--- config.mk ---
export PLATFORM = sky130hd
export DESIGN_NAME = lvsrc_ctrl
export DESIGN_NICKNAME = d
export VERILOG_FILES = /design/src/hw/lvsrc_pkg.sv /design/src/hw/lvsrc_filter.sv /design/src/hw/lvsrc_ctrl.sv
export SDC_FILE = /design/constraint.sdc
export NUM_CORES = 1
export LEC_CHECK = 0
export BUFFER_PORTS_ARGS = -buffer_cell sky130_fd_sc_hd__buf_2
export CORE_MARGIN = 1.5
export CORE_UTILIZATION = 40
export CTS_CLUSTER_DIAMETER = 80
export DETAILED_ROUTE_END_ITERATION = 8
export GPL_ROUTABILITY_DRIVEN = 0
export GPL_TIMING_DRIVEN = 0
export PLACE_DENSITY = 0.69
export SLEW_MARGIN = 20
export SYNTH_ARGS = -nofsm -noshare
export SYNTH_HDL_FRONTEND = slang
export SYNTH_HIERARCHICAL = 1
export SYNTH_SLANG_ARGS = --single-unit
--- constraint.sdc ---
create_clock -name clk -period 2.8 [get_ports clk]
set_input_delay 0.56 -clock clk [delete_from_list [all_inputs] [get_ports clk]]
set_output_delay 0.56 -clock clk [all_outputs]
set_load 0.1 [all_outputs]
--- src/hw/lvsrc_pkg.sv ---
// constants and types for the low-voltage and system reset controller
package lvsrc_pkg;
    // register word addresses
    localparam logic [3:0] ADDR_LEVEL = 4'h0; // undervoltage_level_select
    localparam logic [3:0] ADDR_CAUSE = 4'h1; // reset_cause_flags
    localparam logic [3:0] ADDR_PROG = 4'h2; // programming_control_1 (write only)
    localparam logic [3:0] ADDR_STATUS = 4'h3; // watchdog_timeout_flag, power_down_flag
    localparam logic [3:0] ADDR_IRQ_ST = 4'h4; // sticky event status
    localparam logic [3:0] ADDR_IRQ_EN = 4'h5; // event enable
    localparam logic [3:0] ADDR_IRQ_CLR = 4'h6; // write one to clear
    // threshold codes
    localparam logic [7:0] CODE_1V7 = 8'h66;
    localparam logic [7:0] CODE_1V9 = 8'h55;
    localparam logic [7:0] CODE_2V55 = 8'h33;
    localparam logic [7:0] CODE_3V15 = 8'h99;
    localparam logic [7:0] CODE_3V8 = 8'hAA;
    localparam logic [7:0] CODE_OFF = 8'hF0;
    localparam logic [7:0] LEVEL_POR = 8'h66;
    localparam logic [7:0] PROG_RESET_KEY = 8'h55;
    // cause flag positions
    localparam int BIT_REG_FAULT = 3;
    localparam int BIT_UV = 2;
    localparam int BIT_LVL_FAULT = 1;
    localparam int BIT_WDT_FAULT = 0;
    // status register positions
    localparam int BIT_TO = 0;
    localparam int BIT_PDF = 1;
    // event positions in the interrupt registers
    localparam int EV_UV = 0;
    localparam int EV_LVL = 1;
    localparam int EV_PROG = 2;
    localparam int EV_WDT = 3;
    localparam int EV_WDT_LP = 4;
    localparam int EV_W = 5;
    // timing, in ns, and cycle counts at 100 MHz
    localparam int CLK_NS = 10;
    localparam int FILTER_NS = 100;
    localparam int SRST_NS = 100;
    localparam int FILTER_CYC = (FILTER_NS + CLK_NS - 1) / CLK_NS;
    localparam int SRST_CYC = (SRST_NS + CLK_NS - 1) / CLK_NS;
    // soft-reset sequencer states
    typedef enum logic [1:0] {
        LVSRC_IDLE = 2'b00,
        LVSRC_WAIT = 2'b01,
        LVSRC_FIRE = 2'b10
    } lvsrc_state_t;
endpackage

--- src/hw/lvsrc_filter.sv ---
// synchroniser and persistence filter for the undervoltage comparator
`timescale 1ns/1ps
module lvsrc_filter #(
    parameter int CYC = 10
) (
    // clock and reset
    input wire logic clk,
    input wire logic nrst,
    // control
    input wire logic enable,
    input wire logic raw_low,
    // result
    output logic valid_low
);
    logic sync_a; // first stage, read by sync_b only
    logic sync_b; // second stage
    logic [15:0] count; // persistence counter

    always_ff @(posedge clk or negedge nrst)
    begin
        if (!nrst)
        begin
            sync_a <= 1'b0;
            sync_b <= 1'b0;
        end
        else
        begin
            sync_a <= raw_low;
            sync_b <= sync_a;
        end
    end

    // count while the low level persists
    always_ff @(posedge clk or negedge nrst)
    begin
        if (!nrst)
        begin
            count <= 16'h0000;
            valid_low <= 1'b0;
        end
        // short dips restart the count
        else if (!enable || !sync_b)
        begin
            count <= 16'h0000;
            valid_low <= 1'b0;
        end
        else if (count > 16'(CYC))
        begin
            valid_low <= 1'b1;
        end
        else
        begin
            count <= count + 16'h0001;
        end
    end
endmodule

--- src/hw/lvsrc_ctrl.sv ---
// low-voltage and system reset controller, top level with Avalon-MM slave
// Operation
// - supervision on unless sleep or idle
// - reset only if low exceeds filter
// - validated low resets, sets cause flag
// - decode five thresholds and disable code
// - undefined code resets after soft delay
// - undefined code reset restores level POR
// - undefined code sets level fault flag
// - undervoltage reset keeps level register
// - level register powers up 0x66
// - cause flags set by hardware, software clears
// - writing 55H to programming control resets
// - normal watchdog timeout resets, sets timeout
// - low-power timeout clears pc/sp, sets flags
`timescale 1ns/1ps
module lvsrc_ctrl #(
    parameter int FILTER_CYCLES = lvsrc_pkg::FILTER_CYC,
    parameter int SRST_CYCLES = lvsrc_pkg::SRST_CYC
) (
    // clock and reset
    input wire logic clk,
    input wire logic nrst,
    // avalon-mm slave
    input wire logic [3:0] avs_address,
    input wire logic avs_read,
    input wire logic avs_write,
    input wire logic [31:0] avs_writedata,
    output logic [31:0] avs_readdata,
    output logic avs_waitrequest,
    // analog comparators, one per threshold, high when supply is below it
    input wire logic [4:0] cmp_low,
    // power mode and watchdog
    input wire logic low_power_mode,
    input wire logic wdt_timeout,
    // reset outputs
    output logic sys_reset,
    output logic pc_sp_clear,
    // threshold selection to the analog side
    output logic [2:0] threshold_sel,
    output logic supervise_en,
    // interrupt
    output logic irq
);
    logic [7:0] undervoltage_level_select; // threshold_code_field
    logic [3:0] reset_cause_flags; // low four bits only
    logic watchdog_timeout_flag;
    logic power_down_flag;
    logic [lvsrc_pkg::EV_W-1:0] irq_status;
    logic [lvsrc_pkg::EV_W-1:0] irq_enable;
    logic [lvsrc_pkg::EV_W-1:0] events; // one-cycle event pulses
    logic served; // one-cycle answer slot
    logic wr_hit; // write accepted this cycle
    logic uv_valid; // filtered undervoltage
    logic uv_filt; // filter output
    logic sel_low; // comparator chosen by the code
    logic code_bad; // undefined level code
    lvsrc_pkg::lvsrc_state_t state;
    lvsrc_pkg::lvsrc_state_t next_state;
    logic [15:0] delay_cnt; // soft-reset delay counter
    logic uv_fire; // undervoltage reset pulse
    logic lvl_fire; // level-fault reset pulse
    logic prog_fire; // programming key reset pulse
    logic wdt_fire; // normal watchdog reset pulse
    logic wdt_lp; // low-power watchdog pulse
    logic uv_seen; // holds off repeat undervoltage resets

    // decode a code into threshold index, 7 when not a threshold
    // index 7 selects no comparator, so the filter sees no low
    function automatic logic [2:0] code_index(input logic [7:0] code);
        case (code)
            lvsrc_pkg::CODE_1V7: code_index = 3'h0;
            lvsrc_pkg::CODE_1V9: code_index = 3'h1;
            lvsrc_pkg::CODE_2V55: code_index = 3'h2;
            lvsrc_pkg::CODE_3V15: code_index = 3'h3;
            lvsrc_pkg::CODE_3V8: code_index = 3'h4;
            default: code_index = 3'h7;
        endcase
    endfunction

    // code is neither a threshold nor the disable code
    function automatic logic code_undefined(input logic [7:0] code);
        code_undefined = (code_index(code) == 3'h7) && (code != lvsrc_pkg::CODE_OFF);
    endfunction

    // the disable code is defined and never starts the soft reset
    // threshold decode
    assign code_bad = code_undefined(undervoltage_level_select);
    assign sel_low = (code_index(undervoltage_level_select) == 3'h7) ? 1'b0
                   : cmp_low[code_index(undervoltage_level_select)];

    // bus handshake: one wait cycle, answer in the next
    // a write lands only in the answer cycle, when waitrequest is low
    assign wr_hit = avs_write && served;

    // answer slot toggles so every request waits exactly one cycle
    // the slot drops after each answer, so back-to-back requests wait again
    always_ff @(posedge clk or negedge nrst)
    begin
        if (!nrst)
            served <= 1'b0;
        else if ((avs_read || avs_write) && !served)
            served <= 1'b1;
        else
            served <= 1'b0;
    end

    // waitrequest is low only in the answer cycle
    always_ff @(posedge clk or negedge nrst)
    begin
        if (!nrst)
            avs_waitrequest <= 1'b1;
        else
            avs_waitrequest <= !((avs_read || avs_write) && !served);
    end

    // read data mux, registered at the first edge of the request
    // captured on the first edge, so it stands through the answer cycle
    always_ff @(posedge clk or negedge nrst)
    begin
        if (!nrst)
            avs_readdata <= 32'h0000_0000;
        else if (avs_read && !served)
        begin
            case (avs_address)
                lvsrc_pkg::ADDR_LEVEL: avs_readdata <= {24'h000000, undervoltage_level_select};
                lvsrc_pkg::ADDR_CAUSE: avs_readdata <= {28'h0000000, reset_cause_flags};
                lvsrc_pkg::ADDR_STATUS: avs_readdata <= {30'h0000_0000, power_down_flag, watchdog_timeout_flag};
                lvsrc_pkg::ADDR_IRQ_ST: avs_readdata <= {27'h0000000, irq_status};
                lvsrc_pkg::ADDR_IRQ_EN: avs_readdata <= {27'h0000000, irq_enable};
                // unmapped and write-only read zero
                default: avs_readdata <= 32'h0000_0000;
            endcase
        end
    end

    // undervoltage filter with synchroniser
    // enable low clears the count, so a partial dip is forgotten
    lvsrc_filter #(
        .CYC(FILTER_CYCLES)
    ) u_filter (
        .clk(clk),
        .nrst(nrst),
        .enable(supervise_en),
        .raw_low(sel_low),
        .valid_low(uv_filt)
    );
    assign uv_valid = uv_filt;

    // the select output follows the code even while supervision is off
    // supervision gated by mode and code
    always_ff @(posedge clk or negedge nrst)
    begin
        if (!nrst)
        begin
            supervise_en <= 1'b0;
            threshold_sel <= 3'h0;
        end
        else
        begin
            supervise_en <= !low_power_mode && (code_index(undervoltage_level_select) != 3'h7);
            threshold_sel <= code_index(undervoltage_level_select);
        end
    end

    // without this a long dip would request a reset every cycle
    // one reset per validated low interval
    always_ff @(posedge clk or negedge nrst)
    begin
        if (!nrst)
            uv_seen <= 1'b0;
        else
            uv_seen <= uv_valid;
    end
    assign uv_fire = uv_valid && !uv_seen;

    // a later good code does not abort the wait: the fault has happened
    // soft-reset delay sequencer
    always_comb
    begin
        next_state = state;
        case (state)
            lvsrc_pkg::LVSRC_IDLE:
                if (code_bad)
                    next_state = lvsrc_pkg::LVSRC_WAIT;
            lvsrc_pkg::LVSRC_WAIT:
                if (delay_cnt >= 16'(SRST_CYCLES - 1))
                    next_state = lvsrc_pkg::LVSRC_FIRE;
            lvsrc_pkg::LVSRC_FIRE:
                next_state = lvsrc_pkg::LVSRC_IDLE;
            default:
                next_state = lvsrc_pkg::LVSRC_IDLE;
        endcase
    end

    // state register and delay counter
    // the counter runs only while waiting, so each fault gets a full delay
    always_ff @(posedge clk or negedge nrst)
    begin
        if (!nrst)
        begin
            state <= lvsrc_pkg::LVSRC_IDLE;
            delay_cnt <= 16'h0000;
        end
        else
        begin
            state <= next_state;
            delay_cnt <= (state == lvsrc_pkg::LVSRC_WAIT) ? delay_cnt + 16'h0001 : 16'h0000;
        end
    end
    assign lvl_fire = (state == lvsrc_pkg::LVSRC_FIRE);

    // key compared on the low byte; the upper bits are ignored
    // programming key write
    assign prog_fire = wr_hit && (avs_address == lvsrc_pkg::ADDR_PROG)
                     && (avs_writedata[7:0] == lvsrc_pkg::PROG_RESET_KEY);
    // the watchdog pulse is split by the power mode
    // normal-mode watchdog reset
    assign wdt_fire = wdt_timeout && !low_power_mode;
    assign wdt_lp = wdt_timeout && low_power_mode;

    // level select register
    // a fault reset in the same cycle as a write overrides the write
    always_ff @(posedge clk or negedge nrst)
    begin
        if (!nrst)
            undervoltage_level_select <= lvsrc_pkg::LEVEL_POR;
        else if (lvl_fire || prog_fire || wdt_fire)
            undervoltage_level_select <= lvsrc_pkg::LEVEL_POR;
        else if (wr_hit && avs_address == lvsrc_pkg::ADDR_LEVEL)
            undervoltage_level_select <= avs_writedata[7:0];
    end

    // reset cause flags
    // bits 3 and 0 belong to other fault sources and read zero here
    always_ff @(posedge clk or negedge nrst)
    begin
        if (!nrst)
            reset_cause_flags <= 4'h0;
        else
        begin
            if (wr_hit && avs_address == lvsrc_pkg::ADDR_CAUSE)
                reset_cause_flags <= reset_cause_flags & avs_writedata[3:0];
            if (uv_fire)
                reset_cause_flags[lvsrc_pkg::BIT_UV] <= 1'b1;
            if (lvl_fire)
                reset_cause_flags[lvsrc_pkg::BIT_LVL_FAULT] <= 1'b1;
        end
    end

    // timeout and power-down flags
    // later assignments win, so a timeout beats a clear in one cycle
    always_ff @(posedge clk or negedge nrst)
    begin
        if (!nrst)
        begin
            watchdog_timeout_flag <= 1'b0;
            power_down_flag <= 1'b0;
        end
        else
        begin
            // software clears with a zero write
            if (wr_hit && avs_address == lvsrc_pkg::ADDR_STATUS)
            begin
                watchdog_timeout_flag <= watchdog_timeout_flag & avs_writedata[lvsrc_pkg::BIT_TO];
                power_down_flag <= power_down_flag & avs_writedata[lvsrc_pkg::BIT_PDF];
            end
            if (wdt_fire)
                watchdog_timeout_flag <= 1'b1;
            if (wdt_lp)
            begin
                watchdog_timeout_flag <= 1'b1;
                power_down_flag <= 1'b1;
            end
        end
    end

    // reset pulses to the core
    // one-cycle requests; the core sets its own reset length
    always_ff @(posedge clk or negedge nrst)
    begin
        if (!nrst)
        begin
            sys_reset <= 1'b0;
            pc_sp_clear <= 1'b0;
        end
        else
        begin
            sys_reset <= uv_fire || lvl_fire || prog_fire || wdt_fire;
            pc_sp_clear <= wdt_lp;
        end
    end

    // event vector for the interrupt block
    // bit order follows the event positions in the package
    assign events = {wdt_lp, wdt_fire, prog_fire, lvl_fire, uv_fire};

    // sticky status, set wins over clear
    // an event in the cycle of a clear leaves its bit set
    always_ff @(posedge clk or negedge nrst)
    begin
        if (!nrst)
            irq_status <= '0;
        else if (wr_hit && avs_address == lvsrc_pkg::ADDR_IRQ_CLR)
            irq_status <= (irq_status & ~avs_writedata[lvsrc_pkg::EV_W-1:0]) | events;
        else
            irq_status <= irq_status | events;
    end

    // interrupt enable register
    always_ff @(posedge clk or negedge nrst)
    begin
        if (!nrst)
            irq_enable <= '0;
        else if (wr_hit && avs_address == lvsrc_pkg::ADDR_IRQ_EN)
            irq_enable <= avs_writedata[lvsrc_pkg::EV_W-1:0];
    end

    // level interrupt output
    // one cycle behind the status and enable registers
    always_ff @(posedge clk or negedge nrst)
    begin
        if (!nrst)
            irq <= 1'b0;
        else
            irq <= |(irq_status & irq_enable);
    end
endmodule

# Word-level counts from Yosys, hierarchy flattened
# Index checks and enable logic that the tools add are counted.
word_totals:
  reg_bits: 103
  input_bits: 47
  out_inout_bits: 40
classes:
  add_sub_neg: 2
  order_cmp: 3
  n_eq_ne: 20
  muxes: 25
  n_bitwise: 8
  reduce_logical: 38
op_table:
  columns: ["operator", "n"]
  rows:
  - ["16-bit 2-to-1 mux", 3]
  - ["8-bit one-hot mux with 5 select lines", 1]
  - ["16-bit by 1-bit adder with 16-bit output (second input constant)", 2]
  - ["8-bit by 7-bit equality test with 1-bit output (second input constant)", 3]
  - ["8-bit equality test (second input constant)", 2]
  - ["16-bit by 4-bit greater-or-equal comparator with 1-bit output (second input constant)", 1]
  - ["16-bit by 4-bit greater-than comparator with 1-bit output (second input constant)", 1]
  - ["8-bit 2-to-1 mux", 2]
  - ["1-bit logical AND", 15]
  - ["3-bit one-hot mux with 5 select lines", 1]
  - ["4-bit by 3-bit equality test with 1-bit output (second input constant)", 3]
  - ["1-bit 2-to-1 mux", 12]
  - ["5-bit bitwise AND", 2]
  - ["5-bit bitwise OR", 2]
  - ["2-bit nonzero test", 5]
  - ["4-bit by 2-bit equality test with 1-bit output (second input constant)", 2]
  - ["8-bit by 6-bit equality test with 1-bit output (second input constant)", 1]
  - ["8-bit != test (second input constant)", 1]
  - ["1-bit logical OR", 7]
  - ["1-bit zero test", 6]
  - ["5-bit 2-to-1 mux", 1]
  - ["5-bit inverter", 1]
  - ["5-bit OR reduction", 1]
  - ["4-bit bitwise AND", 1]
  - ["17 further kinds", 20]

# Depth between registers and ports, before layout
# Gate-level depths: netlist of run 1.
logic_depth:
  ltp_word: 6
  ltp_mapped: 6
  depth_no_buf: 6

# By module
# The synthesis of run 1 kept the hierarchy.
modules_own_cells:
  columns: ["module", "instances", "cells_each", "area_per_inst_um2", "seq_area_each_um2"]
  rows:
  - ["lvsrc_ctrl", 1, 303, 3108.0, 1507.7]
  - ["lvsrc_filter", 1, 59, 740.7, 475.5]

# Least setup slack after synthesis of run 1
# Ideal clock, no wire load.
synth_timing:
  path_type: "input -> register"
  startpoint: "input port avs_address[3]"
  endpoint: "register undervoltage_level_select[0]"
  setup_ns: 0.119
  t_arrival_ns: 1.667
  setup_slack_ns: 1.015
  cell_stages: 5
  path_buffers: 1
  path_cell_list: "buf_6 -> or3_4 -> nor3_4 -> mux2i_1 -> nor2_1"
synth_via:
  elab_chain_cells: 6
synth_rtl:
  columns: ["element", "line_no", "source"]
  rows:
  - ["start, declared", "lvsrc_ctrl.sv:25", "input wire logic [3:0] avs_address,"]
  - ["4-bit by 2-bit equality test with 1-bit output", "lvsrc_ctrl.sv:215", "assign prog_fire = wr_hit && (avs_address == lvsrc_pkg::ADDR_PROG)"]
  - ["1-bit logical AND", "lvsrc_ctrl.sv:215", null]
  - ["1-bit logical AND", "lvsrc_ctrl.sv:216", "&& (avs_writedata[7:0] == lvsrc_pkg::PROG_RESET_KEY);"]
  - ["1-bit logical OR (2 in a row)", "lvsrc_ctrl.sv:228", "else if (lvl_fire || prog_fire || wdt_fire)"]
  - ["8-bit 2-to-1 mux / 2-bit nonzero test (equally long branches)", null, null]
  - ["end signal, assigned", "lvsrc_ctrl.sv:227", "undervoltage_level_select <= lvsrc_pkg::LEVEL_POR;"]
  - ["end signal, assigned", "lvsrc_ctrl.sv:229", "undervoltage_level_select <= lvsrc_pkg::LEVEL_POR;"]
  - ["end signal, assigned", "lvsrc_ctrl.sv:231", "undervoltage_level_select <= avs_writedata[7:0];"]
  - ["end, declared", "lvsrc_ctrl.sv:45", "logic [7:0] undervoltage_level_select;"]
# Parallel ways exist; a longest one is shown, timed or not.
# A chain may end at the register's enable or synchronous reset.

# Worst setup path after layout of run 1
layout_timing:
  startpoint: "register avs_waitrequest"
  endpoint: "output port avs_waitrequest"
layout_lines:
  columns: ["element", "line_no", "source"]
  rows:
  - ["start, declared", "lvsrc_ctrl.sv:30", "output logic avs_waitrequest,"]
  - ["start signal, assigned", "lvsrc_ctrl.sv:114", "avs_waitrequest <= !((avs_read || avs_write) && !served);"]
# No word-level cell between the ends.

==> flow_summary.ini, run 1 <==
[run_status]
status = finished clean

[yosys]
synth_edf_count = 0
synth_top_area_share_pct = 48.1
syn_inst = 362
synthFlopType = dfrtp_1
yosysUniqueCellTypes = 58
ys_seq_elements = 79
synth_area_per_cell_um2 = 10.6
ys_warn_count = 6
yosysSeqAreaShare_pct = 51.5
synth_area_um2 = 3850
ys_async_sr_fraction_pct = 100
synthTopCellsByArea = dfrtp_1 (48%), buf_4 (4.7%), dfstp_2 (3.4%), mux2i_1 (3.4%), nand2_1 (3.3%)
yosysTopAreaCell = dfrtp_1

[clock_tree]
numClockSinks = 79
clk_latency_ns = 0.35
path_clk_slew_ns = 0.08
cts_buffer_depth = 2
ctsHoldBuffers = 0
cts_buffers = 9
htree_levels = 3
cts_tree = yes
cts_resized = 0
cts_setup_buffers = 0
cts_root_buf = clkbuf_8

[floorplan]
io_pins = 87
die_h_um = 101
dieArea_um2 = 10200
num_rows = 35
core_region_area_um2 = 9280
start_util_pct = 41.5
fp.dieW_um = 101

[sta]
setup_violations = 0
rsz0062_at_grt = no
fmax_mhz = 547
maxSlewHeadroom_pct = 55.2
setup_ws_ns = 0.972
holdWs_ns = 0.163
worst_pin_slew_ns = 0.670
finalCritPeriodShare_pct = 65.3
skew_ns = 0.00925
drv_slew = 0
timing.final.hold_violations = 0
fin_setup_tns_ns = 0
min_period_ns = 1.83

[worst_hold_path]
hold_path_class = input port to asynchronous set/reset pin

[global_route]
grt_pass1_vias = 2716
grt_overflow = 0
grt_usage_pct = 16.3
antenna_found_initial = 0
grt_pass1_wl_mm = 13.1
grt_max_degree = 45

[final_layout]
multi_input_area_um2 = 1670
final_common_cell = dfrtp_1
nFillCells = 909
regArea_um2 = 1980
final_cell_mix = dfrtp_1 (74), buf_2 (38), nand2_1 (34)
drive_gt1_share_pct = 23.7
nets = 486
synthToLayoutAreaGrowth_pct = 16.8
num_antenna_cells = 0

[route]
dr.pass1.iters = 4
drc = 0
antenna_left = 0
vias_per_cell = 5.02
drt-initial-drc-count = 146
vias = 2851
drt_wl_total_mm = 7.88
wire_per_inst_um = 13.9

[critical_path]
crit_arrival_ns = 1.27
timing.critical_path.from = avs_waitrequest
rr_startpoint = undervoltage_level_select[6]
crit_path_start_kind = flip-flop
critPathBufInv = 1
cpLargestDelayFamily = flip-flops
cp_max_fo = 1
cp-end-kind = output pin
critPathRequiredTime_ns = 2.24
cp_slowest_cell = dfstp_2
worst-setup-path-type = flip-flop to output pin
cp_slowest_stage_delay_ns = 0.52
crit_chain = buf_2

[power]
switching_share_pct = 37.1
power.leakage_uw = 0.00212
internal_power_uw = 1850
peakVddDrop_mv = 0.375
power.switching_uw = 1090
p_comb_share_pct = 27.4
seqPwrFrac_pct = 44.8
power_per_cell_area_nw_per_um2 = 655
total_power_uw = 2940
p_clk_share_pct = 27.7

[placed_design]
post-place-ws_ns = 0.753
port_buffers = 37
dpl.hpwl_mm = 5.80

[run]
drv_cap = 0
[power groups by stage]
stage | Combinational (µW) | Sequential (µW) | Clock, µW
final | 807 | 1320 | 817
after global routing | 870 | 1330 | 883
after CTS | 814 | 1320 | 845
after detailed placement | 814 | 1340 | 0
after global placement | 796 | 1340 | 0
after floorplan | 423 | 1550 | 0
[per-stage QoR]
step,cell area (µm²),util [%],instances
after CTS,4490,48.4,568
final,4490,48.4,568
after global routing,4490,48.4,568
after detailed placement,4300,46.4,552
after global placement,4280,46.1,551
after floorplan,3940,-,385
[area by class of cell]
class	count	area share (%)
plain buffers	36	5.43
clock buffers	11	2.92
clock inverters	5	1.31
inverters	11	0.919
multi-input cells	259	37.1
flip-flops and latches	79	44.1
well taps	129	3.59
repair buffers	38	4.62
[sequential cells by signal, indices dropped and copies added, names as in the netlist, 3 cells and up]
register	flops
avs_readdata	8
delay_cnt	16
irq_enable	5
irq_status	5
reset_cause_flags	4
threshold_sel	3
u_filter/count	16
undervoltage_level_select	8
[kinds of logic (layout without fill, tap and decap cells)]
family,Yosys count,in the layout,synth area share [%]
adder cells (fa/ha/maj),5,5,1.63
buffers and inverters,47,101,7.41
multiplexers,20,20,6.01
AO/OA/AOI/OAI,60,60,11.2
other,1,24,0.0974
flip-flops,79,79,51.5
XOR/XNOR,9,9,2.05
AND/OR/NAND/NOR,141,141,20.1
[routing by layer]
layer	up-vias	wire length (µm)	GRT usage [%]	share of wire, %
met3	8	416	3.12	5.3
met5	-	0	0	0
met4	0	89	5.56	1.1
li1	1388	-	-	-
met1	1378	3680	22.5	47
met2	77	3700	25.9	47
[Yosys cell counts, types with 6 or more instances]
master	number
dfrtp_1	74
nand2_1	34
nor2_1	30
buf_4	24
o21ai_0	16
and3_1	13
mux2i_1	13
inv_1	11
a22o_1	9
nand3_1	9
nor4_1	9
a21oi_1	8
nand2b_1	8
clkbuf_1	7
nand4_1	7
xnor2_1	6
[worst paths after layout]
kind | to | slack (ns) | cells past startpoint
worst max-delay path | avs_waitrequest | 0.97 | 1
worst min-delay path | delay_cnt[0] | 0.16 | 1
worst max register to register | u_filter/sync_a | 1.08 | 5
worst min register to register | u_filter/sync_b | 0.39 | 0
max in group asynchronous | undervoltage_level_select[1] | 1.99 | 2
min in group clk | u_filter/sync_b | 0.39 | 0
Power figures use the tool's default switching activity.
==> run 2: changes to the inputs <==
- PLACE_DENSITY: 0.69 -> 0.71
- clock period: 2.8 -> 1.6 ns (I/O delays scaled with it)
==> run 2 against run 1 <==
Worst setup slack worse by 0.91 ns. Cell count up 0.35%. Sequential power up 74%. Critical endpoint is now delay_cnt[14]. Largest power group unchanged. Highest routed layer unchanged.
==> flow_summary.ini, run 2 (synthesis gave the netlist of run 1 again) <==
[route]
dr.pass1.iters = 4
wire_per_inst_um = 13.8
vias = 2863
drc = 0
antenna_left = 0
vias_per_cell = 5.02
drt_wl_total_mm = 7.86
drt-initial-drc-count = 126

[power]
power.switching_uw = 1930
p_clk_share_pct = 30.1
peakVddDrop_mv = 0.601
p_comb_share_pct = 27.3
power_per_cell_area_nw_per_um2 = 1160
switching_share_pct = 35.7
internal_power_uw = 3470
power.leakage_uw = 0.00220
seqPwrFrac_pct = 42.6

[clock_tree]
cts_tree = yes
htree_levels = 3
numClockSinks = 79
path_clk_slew_ns = 0.07
clk_latency_ns = 0.34
cts_buffer_depth = 2
cts_root_buf = clkbuf_8
cts_buffers = 9

[critical_path]
critPathRequiredTime_ns = 1.86
timing.critical_path.from = delay_cnt[0]
cp_slowest_cell = or4_1
worst-setup-path-type = flip-flop to flip-flop
r2r_cells = 5
crit_end = delay_cnt[14]
cp-end-kind = flip-flop
r2r_end = delay_cnt[14]
crit_arrival_ns = 1.81
rr_startpoint = delay_cnt[0]
r2r_slack_ns = 0.06
crit_chain = ha_2, and2_4, nand3_4, or4_1, a21oi_1
cp_slowest_stage_delay_ns = 0.47
cp_max_fo = 4
crit_path_start_kind = flip-flop

[global_route]
grt_max_degree = 58
antenna_found_initial = 0
grt_use_met1_pct = 22.8
grt_pass1_wl_mm = 13.0
grt_overflow = 0
use_met3_pct = 2.29
grt_usage_pct = 16.3
grt_pass1_vias = 2705
grt_busiest_layer = met2
grt_util_met2_pct = 25.5

[sta]
rsz0062_at_grt = yes
fmax_mhz = 648
setup_ws_ns = 0.0576
finalCritPeriodShare_pct = 96.4
timing.final.hold_violations = 0
worst_pin_slew_ns = 0.501
drv_slew = 0
setup_violations = 0
min_period_ns = 1.54
maxSlewHeadroom_pct = 66.5
skew_ns = 0.0106

[floorplan]
io_pins = 87
start_util_pct = 41.5
die_h_um = 101
dieArea_um2 = 10200
core_region_area_um2 = 9280
fp.dieW_um = 101
num_rows = 35

[placed_design]
placed_cell_area_um2 = 4310
port_buffers = 37
dpl.hpwl_mm = 5.79
post-place-ws_ns = -0.158

[final_layout]
postLayoutCellArea_um2 = 4640
drive_gt1_share_pct = 27.9
num_antenna_cells = 0
nFillCells = 846
final_cell_mix = dfrtp_1 (71), buf_2 (37), nand2_1 (34)
nets = 488
synthToLayoutAreaGrowth_pct = 20.7
top_regs = delay_cnt (16), u_filter/count (16)
final_common_cell = dfrtp_1

[worst_hold_path]
min_from = low_power_mode
hold_path_class = input port to flip-flop

[run_status]
status = finished clean

[run]
drv_cap = 0
## run 2: cell count changes in the layout (fill, tap and decap cells not counted), sizes merged
cell and delta:
clkbuf -3, bufinv +1, clkinvlp -2, buf +3
dlygate4sd3 +1, clkinv +2
## run 2: worst min-delay path by stage
| stage | to | slack (ns) | cells past startpoint |
|---|---|---|---|
| after floorplan | avs_readdata[0] | 0.02 | 0 |
| after global placement | u_filter/sync_b | 0.34 | 0 |
| after detailed placement | irq_status[4] | 0.24 | 1 |
| after CTS | supervise_en | 0.19 | 2 |
| after global routing | supervise_en | 0.20 | 2 |
| final | supervise_en | 0.22 | 2 |
## run 2: worst max-delay path, delay by kind of cell (launching register included)
kind / cells / cell delay [ns]
AOI/OAI and AO/OA: 1 / 0.14
adders and majority gates: 1 / 0.22
DFF: 1 / 0.37
and+or+nand+nor: 3 / 0.74
## run 2: repair_timing
| action | CTS | global route |
|---|---|---|
| pin swaps | 0 | 4 |
| setup buffers | 2 | 1 |
| setup endpoints to repair | 6 | 13 |
| hold endpoints to repair | 22 | 0 |
| resized for setup | 7 | 12 |
| hold buffers | 1 | 0 |
## run 2: final cells by class
cell class | instances | area [µm²] | area share [%]
buffer | 34 | 236 | 5.09
timing repair buffer | 42 | 250 | 5.39
clock buffer | 10 | 138 | 2.96
tap | 129 | 161 | 3.48
inverter | 11 | 41.3 | 0.889
sequential | 79 | 1990 | 42.8
multi-input combinational | 259 | 1750 | 37.6
clock inverter | 6 | 83.8 | 1.80
## run 2: power groups by stage
stage	sequential (µW)	clock [µW]	combinational (µW)
floorplan	2720	0	740
global placement	2340	0	1400
detailed placement	2340	0	1430
CTS	2290	1650	1470
global route	2320	1750	1590
finish	2300	1620	1470
## run 2: per-stage QoR
stage	hold slack [ns]	instances	power, µW	utilization, %	TNS [ns]
2_1_floorplan	0.0244	385	3460	-	0
6_report	0.223	570	5390	50.0	0
3_3_place_gp	0.336	551	3730	46.1	-23.28
4_1_cts	0.188	570	5420	49.4	0
3_5_place_dp	0.242	552	3770	46.5	-1.62
5_1_grt	0.196	570	5650	50.0	-0.0796
## run 2: metal layers
metal  share of wire, %  routed length, µm  vias up
li1                   -                  -     1404
met1                 48               3760     1392
met2                 47               3690       58
met3                3.5                277        9
met4                1.6                122        0
met5                  0                  0        -
==> run 3: changes to the inputs <==
- GPL_TIMING_DRIVEN: 0 -> 1
==> run 3 against run 2 <==
Fmax decreased by 1.2%. Critical endpoint unchanged. Die area unchanged. Critical path type unchanged. Combinational power decreased by 4%. Via count increased by 1.8%. Clock-buffer cell count decreased by 1. Clock skew decreased by 0.0048 ns. Final area decreased by 1.2%. Highest routed layer unchanged. Global-route usage increased by 0.89 points. First-iteration DRC count increased by 100%.
==> flow_summary.ini, run 3 (synthesis gave the netlist of run 1 again) <==
[worst_hold_path]
holdPathEnd = supervise_en
min_from = low_power_mode
hold_path_class = input port to flip-flop
whs_path_depth = 2

[run_status]
status = finished clean

[clock_tree]
numClockSinks = 79
clk_latency_ns = 0.35
cts_tree = yes
cts_buffers = 9
htree_levels = 3
cts_root_buf = clkbuf_8
cts_buffer_depth = 2
path_clk_slew_ns = 0.08

[global_route]
grt_usage_pct = 17.2
grt_max_degree = 35
antenna_found_initial = 0
grt_pass1_wl_mm = 13.7
grt_overflow = 0
grt_pass1_vias = 2821

[sta]
fmax_mhz = 641
timing.final.hold_violations = 0
worst_pin_slew_ns = 0.607
maxSlewHeadroom_pct = 59.6
holdWs_ns = 0.179
skew_ns = 0.00582
min_period_ns = 1.56
setup_violations = 0
rsz0062_at_grt = yes
finalCritPeriodShare_pct = 97.5
drv_slew = 0

[critical_path]
rr_startpoint = delay_cnt[1]
cp_max_fo = 4
worst-setup-path-type = flip-flop to flip-flop
r2r_slack_ns = 0.04
critPathRequiredTime_ns = 1.87
crit_path_start_kind = flip-flop
crit_arrival_ns = 1.83
cp_slowest_cell = or4_4
cpLargestDelayFamily = simple AND/OR/NAND/NOR gates
crit_chain = ha_2, and2_4, nand3_2, or4_4, a21oi_2
critPathBufInv = 0
r2r_end = delay_cnt[14]
cp-end-kind = flip-flop
cp_slowest_stage_delay_ns = 0.50
r2r_cells = 5

[floorplan]
core_region_area_um2 = 9280
start_util_pct = 41.5
io_pins = 87
num_rows = 35
fp.dieW_um = 101
die_h_um = 101
dieArea_um2 = 10200

[route]
dr.pass1.iters = 4
drc = 0
vias = 2914
wire_per_inst_um = 14.4
antenna_left = 0
vias_per_cell = 5.23
drt_wl_total_mm = 8.00
drt-initial-drc-count = 254

[placed_design]
placedCellCount = 539
port_buffers = 38
dpl.hpwl_mm = 5.98

[run]
drv_cap = 0

[power]
power_per_cell_area_nw_per_um2 = 1230
power.leakage_uw = 0.00213
peakVddDrop_mv = 0.396

[final_layout]
instances_no_fill = 557
final_common_cell = dfrtp_1
synthToLayoutAreaGrowth_pct = 19.3
num_antenna_cells = 0
nets = 475
drive_gt1_share_pct = 25.9
top_regs = delay_cnt (16), u_filter/count (16)
final_cell_mix = dfrtp_1 (73), buf_2 (35), nand2_1 (34)
==> run 3: per-layer routing <==
| layer | wire [µm] | GRT usage (%) | up-vias |
|---|---|---|---|
| met3 | 372 | 2.36 | 11 |
| met5 | 0 | 0 | - |
| met2 | 3900 | 27.8 | 78 |
| met1 | 3610 | 23.4 | 1456 |
| met4 | 130 | 6.52 | 0 |
| li1 | - | - | 1369 |
==> run 3: per-stage QoR <==
step	power, µW	setup slack, ns	instance area (µm²)	TNS [ns]	utilization (%)
floorplan	3460	0.0471	3940	0	-
detailed placement	3740	0.00235	4260	0	45.8
global placement	3720	0.0344	4260	0	45.8
finish	5650	0.0392	4590	0	49.4
global route	5890	-0.0377	4590	-0.128	49.4
CTS	5680	0.0122	4550	0	49.0
==> run 3: area by class of cell <==
type	instances	area (µm²)
fill	816	4690
sequential	79	1980
multi-input combinational	259	1710
timing repair buffer	63	425
tap	129	161
clock inverter	7	144
clock buffer	9	124
inverter	11	41.3
==> run 3: worst max path at each step <==
stage	start	endpoint	slack, ns	depth (start not counted)
6_report	delay_cnt[1]	delay_cnt[14]	0.04	5
5_1_grt	delay_cnt[3]	delay_cnt[15]	-0.04	5
4_1_cts	delay_cnt[1]	delay_cnt[14]	0.01	5
3_5_place_dp	delay_cnt[1]	delay_cnt[14]	0.002	5
3_3_place_gp	avs_address[2]	irq_enable[2]	0.03	4
2_1_floorplan	delay_cnt[0]	delay_cnt[12]	0.05	5
==> run 3: report_power, final <==
| group | switching [µW] | internal [µW] |
|---|---|---|
| registers | 137 | 2170 |
| logic | 1070 | 340 |
| clock network | 735 | 1200 |
==> run 3: repair_timing <==
item                                    CTS  global route
hold endpoints to repair                 18             0
hold buffers                              1             0
pin swaps                                 0             2
endpoints found under the setup margin    4             9
setup buffers                             0             1
resized for setup                         4             9
